File: src/pkg/port_c_pkg.sv
package port_c_pkg;

  // ****************************************************************
  // Bus geometry
  // ****************************************************************
  localparam int ADDR_W = 8;
  localparam int DATA_W = 32;
  localparam int REG_W = 8;
  localparam int PORT_W = 8;

  localparam logic [1:0] RESP_OKAY = 2'h0;
  localparam logic [1:0] RESP_SLVERR = 2'h2;

  // ****************************************************************
  // Register byte addresses
  // ****************************************************************
  localparam logic [ADDR_W-1:0] ANALOG_SELECT_ADDR = 8'h00;
  localparam logic [ADDR_W-1:0] OUTPUT_LATCH_ADDR = 8'h04;
  localparam logic [ADDR_W-1:0] PIN_DATA_ADDR = 8'h08;
  localparam logic [ADDR_W-1:0] SLEW_ADDR = 8'h0c;
  localparam logic [ADDR_W-1:0] DIRECTION_ADDR = 8'h10;
  localparam logic [ADDR_W-1:0] PIN_MAP_ADDR = 8'h14;

  // ****************************************************************
  // Implemented bits and reset values
  // ****************************************************************
  localparam logic [REG_W-1:0] ANALOG_SELECT_MASK = 8'hfc;
  localparam logic [REG_W-1:0] SLEW_MASK = 8'h1f;
  localparam logic [REG_W-1:0] PIN_MAP_MASK = 8'h35;

  localparam logic [REG_W-1:0] ANALOG_SELECT_RESET = 8'hfc;
  localparam logic [REG_W-1:0] OUTPUT_LATCH_RESET = 8'h00;
  localparam logic [REG_W-1:0] SLEW_RESET = 8'h1f;
  localparam logic [REG_W-1:0] DIRECTION_RESET = 8'hff;
  localparam logic [REG_W-1:0] PIN_MAP_RESET = 8'h35;

  // ****************************************************************
  // Field positions
  // ****************************************************************
  localparam int PWM2B_MAP_BIT = 5;
  localparam int TIMER3_CLK_MAP_BIT = 4;
  localparam int CAPCOMP3_MAP_BIT = 2;
  localparam int CAPCOMP2_MAP_BIT = 0;
  localparam int SLEW_FIELD_W = 5;

  localparam int PIN5 = 5;
  localparam int PIN6 = 6;
  localparam int PIN7 = 7;

endpackage

File: src/hdl/port_c_upper_pin_control.sv
// Function
// - Direction 0 plain I/O drives the pin from the latch, analog ignored.
// - Direction 1 reads pin level; digital input off while analog selected.
// - Pins 5, 6, 7 feed analog channels 17, 18, 19 when input and analog.
// - Map bits set place the relocatable functions on their default pins.
// - Map bits clear route those functions to their alternate pins.
// - Pin 5 carries serial port one data out when direction is 0.
// - Pin 6 capture/compare three: output at direction 0, capture at 1.
// - Pin 6 carries transceiver async transmit even with direction 1.
// - Sync mode: pin 6 transceiver clock, pin 7 transceiver data.
// - Pin 7 feeds transceiver receive with direction 1 and analog 0.
// - Pin 7 carries PWM three output two at direction 0; pin 6 carries output one only with map bit 2 clear.
// - Unimplemented register bits read zero: analog-select 1:0, slew 7:5, map 7, 6, 3 and 1.
// - Several enabled outputs on a pin: the higher priority one wins.
// - Peripheral outputs still drive a pin that is in analog mode.
//
// Chosen here: the register offsets and the AXI4-Lite slave port.
`timescale 1ns/1ps
`default_nettype none

module port_c_upper_pin_control
  import port_c_pkg::*;
(
  input wire logic clk,
  input wire logic reset_n,
  input wire logic ce,
  input wire logic awvalid,
  output logic awready,
  input wire logic [ADDR_W-1:0] awaddr,
  input wire logic wvalid,
  output logic wready,
  input wire logic [DATA_W-1:0] wdata,
  input wire logic [DATA_W/8-1:0] wstrb,
  output logic bvalid,
  input wire logic bready,
  output logic [1:0] bresp,
  input wire logic arvalid,
  output logic arready,
  input wire logic [ADDR_W-1:0] araddr,
  output logic rvalid,
  input wire logic rready,
  output logic [DATA_W-1:0] rdata,
  output logic [1:0] rresp,
  input wire logic [PORT_W-1:0] port_c_pin_in,
  output logic [PORT_W-1:0] port_c_pin_out,
  output logic [PORT_W-1:0] port_c_pin_oe,
  input wire logic serial1_data_out,
  input wire logic serial1_enable,
  input wire logic capcomp_three_out,
  input wire logic capcomp_three_out_en,
  output logic capcomp_three_capture,
  input wire logic pwm3_out_one,
  input wire logic pwm3_out_one_en,
  input wire logic pwm3_out_two,
  input wire logic pwm3_out_two_en,
  input wire logic uart1_enable,
  input wire logic uart1_sync_mode,
  input wire logic uart1_transmit,
  input wire logic uart1_transmit_en,
  input wire logic uart1_sync_clock_out,
  input wire logic uart1_sync_clock_oe,
  output logic uart1_sync_clock_in,
  input wire logic uart1_sync_data_out,
  input wire logic uart1_sync_data_oe,
  output logic uart1_sync_data_in,
  output logic uart1_receive,
  output logic [2:0] analog_connect,
  output logic pwm2b_default_pin,
  output logic timer3_clk_default_pin,
  output logic capcomp3_default_pin,
  output logic capcomp2_default_pin,
  output logic [SLEW_FIELD_W-1:0] slew_rate_limit
);

  // ****************************************************************
  // State
  // ****************************************************************
  typedef struct packed {
    logic [REG_W-1:0] analog_select_c;
    logic [REG_W-1:0] output_latch_c;
    logic [REG_W-1:0] slew_register;
    logic [REG_W-1:0] direction_c;
    logic [REG_W-1:0] pin_map;
    logic aw_full;
    logic [ADDR_W-1:0] aw_addr;
    logic w_full;
    logic [REG_W-1:0] w_data;
    logic w_lane0;
    logic awready;
    logic wready;
    logic bvalid;
    logic [1:0] bresp;
    logic arready;
    logic rvalid;
    logic [DATA_W-1:0] rdata;
    logic [1:0] rresp;
    logic [PORT_W-1:0] pin_out;
    logic [PORT_W-1:0] pin_oe;
    logic capture;
    logic sync_clock_in;
    logic sync_data_in;
    logic receive;
    logic [2:0] analog_connect;
    logic [3:0] map_default;
    logic [SLEW_FIELD_W-1:0] slew_limit;
  } state_s;

  localparam state_s STATE_RESET = '{
    analog_select_c: ANALOG_SELECT_RESET,
    output_latch_c: OUTPUT_LATCH_RESET,
    slew_register: SLEW_RESET,
    direction_c: DIRECTION_RESET,
    pin_map: PIN_MAP_RESET,
    aw_full: 1'b0,
    aw_addr: '0,
    w_full: 1'b0,
    w_data: '0,
    w_lane0: 1'b0,
    awready: 1'b1,
    wready: 1'b1,
    bvalid: 1'b0,
    bresp: RESP_OKAY,
    arready: 1'b1,
    rvalid: 1'b0,
    rdata: '0,
    rresp: RESP_OKAY,
    pin_out: '0,
    pin_oe: '0,
    capture: 1'b0,
    sync_clock_in: 1'b0,
    sync_data_in: 1'b0,
    receive: 1'b1,
    analog_connect: 3'h0,
    map_default: 4'h0,
    slew_limit: '0
  };

  state_s s;
  state_s next_s;

  logic [PORT_W-1:0] pin_stable;
  logic [PORT_W-1:0] digital_in;
  logic [PORT_W-1:0] analog_eff;
  logic aw_fire;
  logic w_fire;
  logic ar_fire;
  logic capcomp3_alt;

  // ****************************************************************
  // Pin input synchroniser
  // ****************************************************************
  pin_input_sync #(.WIDTH(PORT_W)) i_pin_input_sync (
    .clk(clk),
    .reset_n(reset_n),
    .ce(ce),
    .pin_in(port_c_pin_in),
    .pin_stable(pin_stable)
  );

  // ****************************************************************
  // Register read decode
  // ****************************************************************
  function automatic logic [DATA_W:0] read_reg(
    input logic [ADDR_W-1:0] addr,
    input state_s st,
    input logic [PORT_W-1:0] din
  );
    logic [REG_W-1:0] value;
    logic hit;
    value = '0;
    hit = 1'b1;
    case (addr[ADDR_W-1:2])
      ANALOG_SELECT_ADDR[ADDR_W-1:2]:
        value = st.analog_select_c & ANALOG_SELECT_MASK;
      OUTPUT_LATCH_ADDR[ADDR_W-1:2]:
        value = st.output_latch_c;
      PIN_DATA_ADDR[ADDR_W-1:2]:
        value = din;
      SLEW_ADDR[ADDR_W-1:2]:
        value = st.slew_register & SLEW_MASK;
      DIRECTION_ADDR[ADDR_W-1:2]:
        value = st.direction_c;
      PIN_MAP_ADDR[ADDR_W-1:2]:
        value = st.pin_map & PIN_MAP_MASK;
      default:
        hit = 1'b0;
    endcase
    // Upper 24 data bits are always zero
    return {hit, {(DATA_W-REG_W){1'b0}}, value};
  endfunction

  // ****************************************************************
  // Next state
  // ****************************************************************
  always_comb begin
    logic [DATA_W:0] rd;
    logic [REG_W-1:0] wv;
    logic wr_hit;
    rd = '0;
    wv = '0;
    wr_hit = 1'b0;
    next_s = s;

    analog_eff = s.analog_select_c & ANALOG_SELECT_MASK;
    // Digital input buffer is gated off on analog pins
    digital_in = pin_stable & ~analog_eff;
    capcomp3_alt = !s.pin_map[CAPCOMP3_MAP_BIT];

    // Write channel: address and data may arrive in either order
    aw_fire = awvalid && s.awready;
    w_fire = wvalid && s.wready;
    if (aw_fire) begin
      next_s.aw_full = 1'b1;
      next_s.aw_addr = awaddr;
    end
    if (w_fire) begin
      next_s.w_full = 1'b1;
      next_s.w_data = wdata[REG_W-1:0];
      next_s.w_lane0 = wstrb[0];
    end
    if (s.bvalid && bready) begin
      next_s.bvalid = 1'b0;
    end
    if (next_s.aw_full && next_s.w_full && !next_s.bvalid) begin
      next_s.aw_full = 1'b0;
      next_s.w_full = 1'b0;
      next_s.bvalid = 1'b1;
      wr_hit = 1'b1;
      wv = next_s.w_data;
      // Only byte lane 0 carries register data; other lanes are ignored
      case (next_s.aw_addr[ADDR_W-1:2])
        ANALOG_SELECT_ADDR[ADDR_W-1:2]: begin
          if (next_s.w_lane0) begin
            next_s.analog_select_c = wv & ANALOG_SELECT_MASK;
          end
        end
        OUTPUT_LATCH_ADDR[ADDR_W-1:2], PIN_DATA_ADDR[ADDR_W-1:2]: begin
          // Writing pin data lands in the latch, as on any port
          if (next_s.w_lane0) begin
            next_s.output_latch_c = wv;
          end
        end
        SLEW_ADDR[ADDR_W-1:2]: begin
          if (next_s.w_lane0) begin
            next_s.slew_register = wv & SLEW_MASK;
          end
        end
        DIRECTION_ADDR[ADDR_W-1:2]: begin
          if (next_s.w_lane0) begin
            next_s.direction_c = wv;
          end
        end
        PIN_MAP_ADDR[ADDR_W-1:2]: begin
          if (next_s.w_lane0) begin
            next_s.pin_map = wv & PIN_MAP_MASK;
          end
        end
        default: begin
          wr_hit = 1'b0;
        end
      endcase
      next_s.bresp = wr_hit ? RESP_OKAY : RESP_SLVERR;
    end
    next_s.awready = !next_s.aw_full && !next_s.bvalid;
    next_s.wready = !next_s.w_full && !next_s.bvalid;

    // Read channel: one read in flight, data captured at the handshake
    ar_fire = arvalid && s.arready;
    if (s.rvalid && rready) begin
      next_s.rvalid = 1'b0;
    end
    if (ar_fire) begin
      rd = read_reg(araddr, s, digital_in);
      next_s.rvalid = 1'b1;
      next_s.rdata = rd[DATA_W-1:0];
      next_s.rresp = rd[DATA_W] ? RESP_OKAY : RESP_SLVERR;
    end
    next_s.arready = !next_s.rvalid;

    // Plain port I/O on every pin; upper pins are overridden below
    next_s.pin_out = s.output_latch_c;
    next_s.pin_oe = ~s.direction_c;

    // Pin 5: serial data out over the latch; analog mode does not block
    if (serial1_enable && !s.direction_c[PIN5]) begin
      next_s.pin_out[PIN5] = serial1_data_out;
    end

    // Pin 6, highest priority first: sync clock, async transmit,
    // PWM three output one, compare three output, latch
    if (uart1_enable && uart1_sync_mode) begin
      next_s.pin_out[PIN6] = uart1_sync_clock_out;
      next_s.pin_oe[PIN6] = uart1_sync_clock_oe;
    end else if (uart1_enable && uart1_transmit_en) begin
      // Transmitter owns the driver whatever the direction bit says
      next_s.pin_out[PIN6] = uart1_transmit;
      next_s.pin_oe[PIN6] = 1'b1;
    end else if (capcomp3_alt && pwm3_out_one_en
                 && !s.direction_c[PIN6]) begin
      next_s.pin_out[PIN6] = pwm3_out_one;
    end else if (capcomp3_alt && capcomp_three_out_en
                 && !s.direction_c[PIN6]) begin
      next_s.pin_out[PIN6] = capcomp_three_out;
    end

    // Pin 7, highest priority first: sync data, PWM three two, latch
    if (uart1_enable && uart1_sync_mode) begin
      next_s.pin_out[PIN7] = uart1_sync_data_out;
      next_s.pin_oe[PIN7] = uart1_sync_data_oe;
    end else if (pwm3_out_two_en && !s.direction_c[PIN7]) begin
      next_s.pin_out[PIN7] = pwm3_out_two;
    end

    // Peripheral inputs; an analog pin reads as 0, receive idles high
    next_s.capture = capcomp3_alt && s.direction_c[PIN6]
                     && digital_in[PIN6];
    next_s.sync_clock_in = digital_in[PIN6];
    next_s.sync_data_in = digital_in[PIN7];
    next_s.receive = (s.direction_c[PIN7] && !analog_eff[PIN7])
                     ? pin_stable[PIN7] : 1'b1;

    // Analog channels 17, 18 and 19 connect only on input analog pins
    next_s.analog_connect = s.direction_c[PIN7:PIN5]
                            & analog_eff[PIN7:PIN5];

    // Relocation: a set bit keeps the function on its default pin
    next_s.map_default = {s.pin_map[PWM2B_MAP_BIT],
                          s.pin_map[TIMER3_CLK_MAP_BIT],
                          s.pin_map[CAPCOMP3_MAP_BIT],
                          s.pin_map[CAPCOMP2_MAP_BIT]};
    next_s.slew_limit = s.slew_register[SLEW_FIELD_W-1:0];
  end

  // ****************************************************************
  // State register
  // ****************************************************************
  always_ff @(posedge clk) begin
    if (!reset_n) begin
      s <= STATE_RESET;
    end else if (ce) begin
      s <= next_s;
    end
  end

  // ****************************************************************
  // Outputs
  // ****************************************************************
  assign awready = s.awready;
  assign wready = s.wready;
  assign bvalid = s.bvalid;
  assign bresp = s.bresp;
  assign arready = s.arready;
  assign rvalid = s.rvalid;
  assign rdata = s.rdata;
  assign rresp = s.rresp;
  assign port_c_pin_out = s.pin_out;
  assign port_c_pin_oe = s.pin_oe;
  assign capcomp_three_capture = s.capture;
  assign uart1_sync_clock_in = s.sync_clock_in;
  assign uart1_sync_data_in = s.sync_data_in;
  assign uart1_receive = s.receive;
  assign analog_connect = s.analog_connect;
  assign {pwm2b_default_pin, timer3_clk_default_pin, capcomp3_default_pin,
          capcomp2_default_pin} = s.map_default;
  assign slew_rate_limit = s.slew_limit;

endmodule

`default_nettype wire

File: src/hdl/pin_input_sync.sv
`timescale 1ns/1ps
`default_nettype none

module pin_input_sync
  import port_c_pkg::*;
#(
  parameter int WIDTH = PORT_W
) (
  input wire logic clk,
  input wire logic reset_n,
  input wire logic ce,
  input wire logic [WIDTH-1:0] pin_in,
  output logic [WIDTH-1:0] pin_stable
);

  typedef struct packed {
    logic [WIDTH-1:0] stage1;
    logic [WIDTH-1:0] stage2;
    logic [WIDTH-1:0] stage3;
    logic [WIDTH-1:0] stable;
  } sync_s;

  sync_s s;
  sync_s next_s;

  // A bit only moves once stages two and three agree; stage one is
  // left to the next flop alone so metastability cannot leak.
  always_comb begin
    next_s = s;
    next_s.stage1 = pin_in;
    next_s.stage2 = s.stage1;
    next_s.stage3 = s.stage2;
    for (int i = 0; i < WIDTH; i++) begin
      if (s.stage2[i] == s.stage3[i]) begin
        next_s.stable[i] = s.stage3[i];
      end
    end
  end

  always_ff @(posedge clk) begin
    if (!reset_n) begin
      s <= '0;
    end else if (ce) begin
      s <= next_s;
    end
  end

  assign pin_stable = s.stable;

endmodule

`default_nettype wire

File: config.mk
export PLATFORM = sky130hd
export DESIGN_NAME = port_c_upper_pin_control
export DESIGN_NICKNAME = d
export VERILOG_FILES = /design/src/pkg/port_c_pkg.sv /design/src/hdl/port_c_upper_pin_control.sv /design/src/hdl/pin_input_sync.sv
export SDC_FILE = /design/constraint.sdc
export NUM_CORES = 1
export LEC_CHECK = 0
export ABC_AREA = 0
export BUFFER_PORTS_ARGS = -buffer_cell sky130_fd_sc_hd__buf_2
export CAP_MARGIN = 20
export CORE_AREA = 2 2 144 146
export DETAILED_ROUTE_END_ITERATION = 10
export DIE_AREA = 0 0 146 148
export SETUP_SLACK_MARGIN = 0.05
export SLEW_MARGIN = 20
export SYNTH_ARGS = -nofsm -noshare
export SYNTH_HDL_FRONTEND = slang
export SYNTH_SLANG_ARGS = --single-unit
File: constraint.sdc
create_clock -name clk -period 3.59 [get_ports clk]
set_input_delay 0.5385 -clock clk [delete_from_list [all_inputs] [get_ports clk]]
set_output_delay 0.5385 -clock clk [all_outputs]
set_load 0.005 [all_outputs]
==> out/qor.txt, run 1 <==
Flop pwr share -> 0.422
total track usage -> 0.141
Post-Layout Cell Count -> 998
post-CTS repair timing setup buffer count -> 0
clk slew on worst S/H paths -> 60 ps
first-pass GRT wire length -> 23.7 mm
initial antenna violation count -> 2
post-synthesis mux area share -> 0.133
DRC violations left -> 0
clk root buf -> clkbuf_16
Overflow after GRT -> 0
Ys Warns -> 0
placed cells -> 965
worst-path maximum fanout -> 16
sequential fraction of the synthesis area -> 0.432
drt wl/cell -> 15.0 um
Top-Level Pins -> 157
Min Clock Period, post-route -> 2390 ps
Clock Path Buffers -> 2
Clock Power Share -> 0.490
Final Hold Viols -> 0
TritonCTS clock tree -> yes
GP Congestion -> 0.791
Rel. slew slack -> 0.446
Die Y -> 148 um
wl on met1 -> 6.78 mm
fill count -> 2131
Final Setup Violations -> 0
antenna-violating nets left -> 0
post-DP HPWL -> 10.6 mm
main flop type after synthesis -> dfxtp_1
Async SR Flop Fraction -> 0
share of cells above drive strength 1 -> 0.212
cells after synthesis -> 663
CTS hold repair buffers -> 0
Simple-Gate Fraction of Synth Area -> 0.179
Setup TNS Final -> 0 ps
core area -> 0.0200 mm^2
static leakage -> 2.98 nW
Max Clk Rate -> 0.418 GHz
Synth Cell Area -> 0.00589 mm^2
min-delay worst type -> in2reg
final hold slack -> 359 ps
DRT Pass-1 Iters -> 4
P_sw -> 0.889 mW
drt via density -> 4.59
synthesis-to-layout area growth -> 16.2%
top routing layer used -> met5
Post-synth EDFFs -> 0
pwr dens -> 512 mW/mm^2
flop-to-flop setup slack -> 1200 ps
Met2 Wirelength -> 7.33 mm
RSZ-0062 raised after global routing -> no
Synth Area in Adders -> 0
post-synthesis compound-gate area fraction -> 0.145
CP Class -> reg2reg
fin. max-slew vios -> 0
Comb power frac -> 0.088
slew of the pin with the lowest slew margin -> 825 ps
Cell variety after synth -> 56
Pint -> 2.62 mW
Yosys reg bits -> 127
main combinational cell family by area after synthesis -> simple AND/OR/NAND/NOR gates
largest net degree at the start of global routing -> 73
crit end category -> flip-flop
htree depth -> 4
TritonCTS Sinks -> 127
drt initial violations -> 205
WL met3 -> 600 um
switching part of the total -> 0.253
IO Port Bufs -> 99
total number of vias -> 4576
syn avg cell area -> 8.89 um^2
Total Nets Final -> 798
Worst-Skew Late Latency -> 420 ps
outcome -> completed
die extent in x -> 146 um
critical path launch point type -> flip-flop
vias in the first global route -> 4368
Post-Synth XOR/XNOR Area -> 0.00297
CTS Buf Count -> 17
Cell Rows -> 52
worst endpoint required time -> 3890 ps
initial core utilization -> 0.294
Tcrit/Tclk final -> 0.666
critical path arrival -> 2690 ps
Clock Skews -> 9.93 ps
post_cts resized -> 0
Post-Route WL -> 15.0 mm
Max Cap Violations -> 0
Die Footprint -> 0.0216 mm^2
peak supply drop -> 0.000271 V
critical path, cell delays in order (launching register included):
cell and delay [ps]:
dfxtp_1 340, nand2_1 360, a31oi_1 350, nor3_4 610, nand3b_4 240, mux2_1 360
per-layer routing:
layer / up-vias / track usage
met5: - / 0
met4: 2 / 0.0592
met3: 16 / 0.0352
met2: 86 / 0.239
met1: 2126 / 0.170
li1: 2346 / -
registers in the layout, summed over array words and instances, names as in the netlist, 3 cells and up:
name / flops
s: 28
i_pin_input_sync.next_s: 16
next_s: 14
i_pin_input_sync.pin_stable: 8
i_pin_input_sync.s: 8
port_c_pin_oe: 8
port_c_pin_out: 8
rdata: 8
analog_eff: 6
slew_rate_limit: 5
analog_connect: 3
per-stage QoR:
stage	instance area (um^2)	util	total power [mW]	setup WS (ps)
4_1_cts	6850	0.342	3.55	1200
5_1_grt	6850	0.342	3.65	1010
3_3_place_gp	6250	0.312	1.82	906
3_5_place_dp	6250	0.312	1.82	902
2_1_floorplan	5990	-	1.74	1670
6_report	6850	0.342	3.51	1200
cells in the mapped netlist (8+ instances only):
| master | instances | area, um^2 |
|---|---|---|
| dfxtp_1 | 127 | 2540 |
| nor3_1 | 14 | 70.1 |
| mux2i_1 | 66 | 661 |
| a21o_1 | 8 | 60.1 |
| o21ai_0 | 21 | 105 |
| nor2_1 | 90 | 338 |
| buf_4 | 61 | 458 |
| nand3_1 | 13 | 65.1 |
| nor2b_1 | 9 | 56.3 |
| a21oi_1 | 54 | 270 |
| clkbuf_1 | 25 | 93.8 |
| nand2_1 | 66 | 248 |
| o31a_1 | 10 | 87.6 |
kinds of logic (layout without fill, tap and decap cells):
logic type / count (synthesis) / count (layout)
AND/OR/NAND/NOR: 221 / 221
buffers and inverters: 104 / 143
AO/OA/AOI/OAI: 132 / 132
flip-flops: 127 / 127
XOR/XNOR: 2 / 2
multiplexers: 76 / 76
other: 1 / 27
power by group through the flow:
stage	Combinational, mW	Sequential [mW]	Clock, mW
5_1_grt	0.343	1.49	1.82
6_report	0.308	1.48	1.72
4_1_cts	0.312	1.48	1.76
2_1_floorplan	0.241	1.50	0
3_3_place_gp	0.308	1.51	0
3_5_place_dp	0.310	1.51	0
cells in the final DEF, fill, tap and decap left out, drive strengths merged, types with 2 or more instances in the layout:
cell type  Yosys  final
a311oi         4      4
nand3b         4      4
mux2           9      9
nor3          15     15
nor4bb         3      3
mux2i         66     66
conb           1     26
a31oi          6      6
a32oi          4      4
nor2          90     90
clkbuf        25     18
a211o          2      2
buf           71    103
nand4          2      2
nand2b         5      5
nor4b          2      2
and2           2      2
a22oi          6      6
nor2b          9      9
nand3         13     13
nor4           2      2
a21o           8      8
inv            7      9
and3           2      2
o21ai         21     21
dfxtp        127    127
a211oi         8      8
o31a          10     10
clkinv         1      7
a21oi         55     55
bufinv         0      2
nand2         67     67
clkinvlp       0      4
area by class of cell:
| cell class | instances | area [um^2] | share of cell area |
|---|---|---|---|
| Antenna cell | 1 | 2.50 | 0.000365 |
| Clock buffer | 18 | 439 | 0.0641 |
| Clock inverter | 14 | 159 | 0.0232 |
| Inverter | 8 | 31.3 | 0.00457 |
| Multi-Input combinational cell | 457 | 2810 | 0.410 |
| Sequential cell | 127 | 2540 | 0.371 |
| Tap cell | 270 | 338 | 0.0493 |
| Timing Repair Buffer | 103 | 528 | 0.0771 |
final timing paths:
check,startpoint,to,cells past startpoint
setup / recovery,wready$_SDFFE_PN1P_,analog_eff[7]$_SDFFE_PN1P_,5
hold reg to reg,s[91]$_SDFFE_PN0P_,s[91]$_SDFFE_PN0P_,2
setup reg to reg,wready$_SDFFE_PN1P_,analog_eff[7]$_SDFFE_PN1P_,5
hold / removal,port_c_pin_in[2],i_pin_input_sync.next_s[18]$_SDFFE_PN0P_,3
No activity file was read; power rests on OpenSTA's default activity.
==> inputs of run 2 (changes only) <==
- clock period: 3.59 -> 2.43 ns (I/O delays scaled with it)
==> out/qor.txt, run 2 (synthesis gave the netlist of run 1 again) <==
Crit path max-delay family -> simple AND/OR/NAND/NOR gates
critical path launch point type -> flip-flop
Worst-Skew Late Latency -> 420 ps
initial core utilization -> 0.294
RSZ-0062 raised after global routing -> no
Clock Path Buffers -> 2
most frequent cells in the layout -> dfxtp_1, buf_2, nor2_1
Max Clk Rate -> 0.499 GHz
drt via density -> 4.63
total number of vias -> 4658
n_diodes -> 0
CP max stage delay -> 570 ps
CP Class -> reg2reg
vias in the first global route -> 4556
Max Cap Violations -> 0
slew of the pin with the lowest slew margin -> 773 ps
GP Congestion -> 0.792
crit end category -> flip-flop
DRC violations left -> 0
CTS Buf Count -> 17
drt initial violations -> 236
CP Cell Sequence -> nand2_2 > a21bo_2 > nor3_4 > buf_4 > nand2_1 > mux2i_1
Setup TNS Final -> 0 ps
post-CTS repair timing setup buffer count -> 0
Tcrit/Tclk final -> 0.825
peak supply drop -> 0.000398 V
pwr dens -> 753 mW/mm^2
Overflow after GRT -> 0
clk root buf -> clkbuf_16
Final Hold Viols -> 0
Top-Level Pins -> 157
drt wl/cell -> 15.2 um
worst endpoint required time -> 2710 ps
critical path arrival -> 2290 ps
total track usage -> 0.144
core area -> 0.0200 mm^2
htree depth -> 4
Design Area, Final -> 0.00693 mm^2
fill count -> 2128
CP bufs+invs -> 1
reg2reg start -> awready$_SDFFE_PN1P_
antenna-violating nets left -> 0
Total Nets Final -> 808
Cell Rows -> 52
worst-path maximum fanout -> 15
clk slew on worst S/H paths -> 50 ps
final hold slack -> 183 ps
initial antenna violation count -> 0
die extent in x -> 146 um
Clock Skews -> 8.43 ps
Die Footprint -> 0.0216 mm^2
post_cts resized -> 0
flop-to-flop setup slack -> 430 ps
reg2reg end -> next_s[4]$_SDFFE_PN1P_
post-DP HPWL -> 11.0 mm
max reg flops -> 28
largest net degree at the start of global routing -> 61
Power, Total -> 5.22 mW
Min Clock Period, post-route -> 2000 ps
share of cells above drive strength 1 -> 0.215
IO Port Bufs -> 99
CTS hold repair buffers -> 0
Max stage delay cell, worst path -> dfxtp_1
Cell Area, Placed -> 0.00634 mm^2
Post-Route WL -> 15.3 mm
most common cell after layout, fill and taps aside -> dfxtp_1
synthesis-to-layout area growth -> 17.5%
number of cells on the worst reg-to-reg path -> 6
static leakage -> 3.04 nW
Rel. slew slack -> 0.482
Worst Setup EP -> next_s[4]$_SDFFE_PN1P_
Most flops, register -> s
min-delay worst type -> in2reg
critical path depth -> 6
Final Setup Violations -> 0
Worst Setup SP -> awready$_SDFFE_PN1P_
DRT Pass-1 Iters -> 4
outcome -> completed
TritonCTS Sinks -> 127
Die Y -> 148 um
TritonCTS clock tree -> yes
fin. max-slew vios -> 0
Hold Crit Start -> port_c_pin_in[3]
first-pass GRT wire length -> 24.4 mm
==> run 2: changes by cell type in the layout (fill, tap and decap cells not counted) <==
cell	previous run	this run
buf_4	5	14
clkbuf_1	0	4
bufinv_16	2	3
clkinv_2	2	3
clkinv_4	4	0
inv_6	2	0
inv_8	1	0
diode_2	1	0
clkinvlp_4	4	1
clkbuf_8	1	3
buf_12	0	1
==> run 2: worst min path at each step <==
stage | endpoint | slack [ps] | cells after the start
2_1_floorplan | s[91]$_SDFFE_PN0P_ | 420 | 2
3_3_place_gp | s[91]$_SDFFE_PN0P_ | 430 | 2
3_5_place_dp | s[91]$_SDFFE_PN0P_ | 440 | 2
4_1_cts | i_pin_input_sync.next_s[21]$_SDFFE_PN0P_ | 170 | 3
5_1_grt | s[80]$_SDFFE_PN0P_ | 190 | 3
6_report | i_pin_input_sync.next_s[19]$_SDFFE_PN0P_ | 180 | 3
==> run 2: layer usage <==
| layer | wire length [um] | GRT usage |
|---|---|---|
| met1 | 6670 | 0.170 |
| met2 | 7540 | 0.248 |
| met3 | 750 | 0.0392 |
| met4 | 326 | 0.0626 |
| met5 | 0 | 0 |
==> run 2: through the flow <==
step,utilization,cells,worst slack (ps)
2_1_floorplan,-,688,613
3_3_place_gp,0.316,975,463
3_5_place_dp,0.316,975,411
4_1_cts,0.346,1005,419
5_1_grt,0.346,1005,252
6_report,0.346,1005,425
==> run 2: area by class of cell <==
class	count	area (um^2)	area share
Sequential cell	127	2540	0.367
Clock buffer	24	482	0.0696
Multi-Input combinational cell	457	2810	0.406
Clock inverter	6	108	0.0155
Timing Repair Buffer	113	616	0.0889
Inverter	8	31.3	0.00452
Tap cell	270	338	0.0488
==> run 2: worst min-delay path, stage by stage <==
cell and delay, ps:
buf_2 80, mux2i_1 50, nor2_1 70
==> run 2: report_power, final <==
| part | internal (mW) | switching (mW) | total [mW] | leakage (nW) |
|---|---|---|---|---|
| clock | 1.68 | 0.876 | 2.55 | 0.286 |
| sequential | 2.15 | 0.0438 | 2.19 | 1.03 |
| combinational | 0.187 | 0.284 | 0.471 | 1.72 |
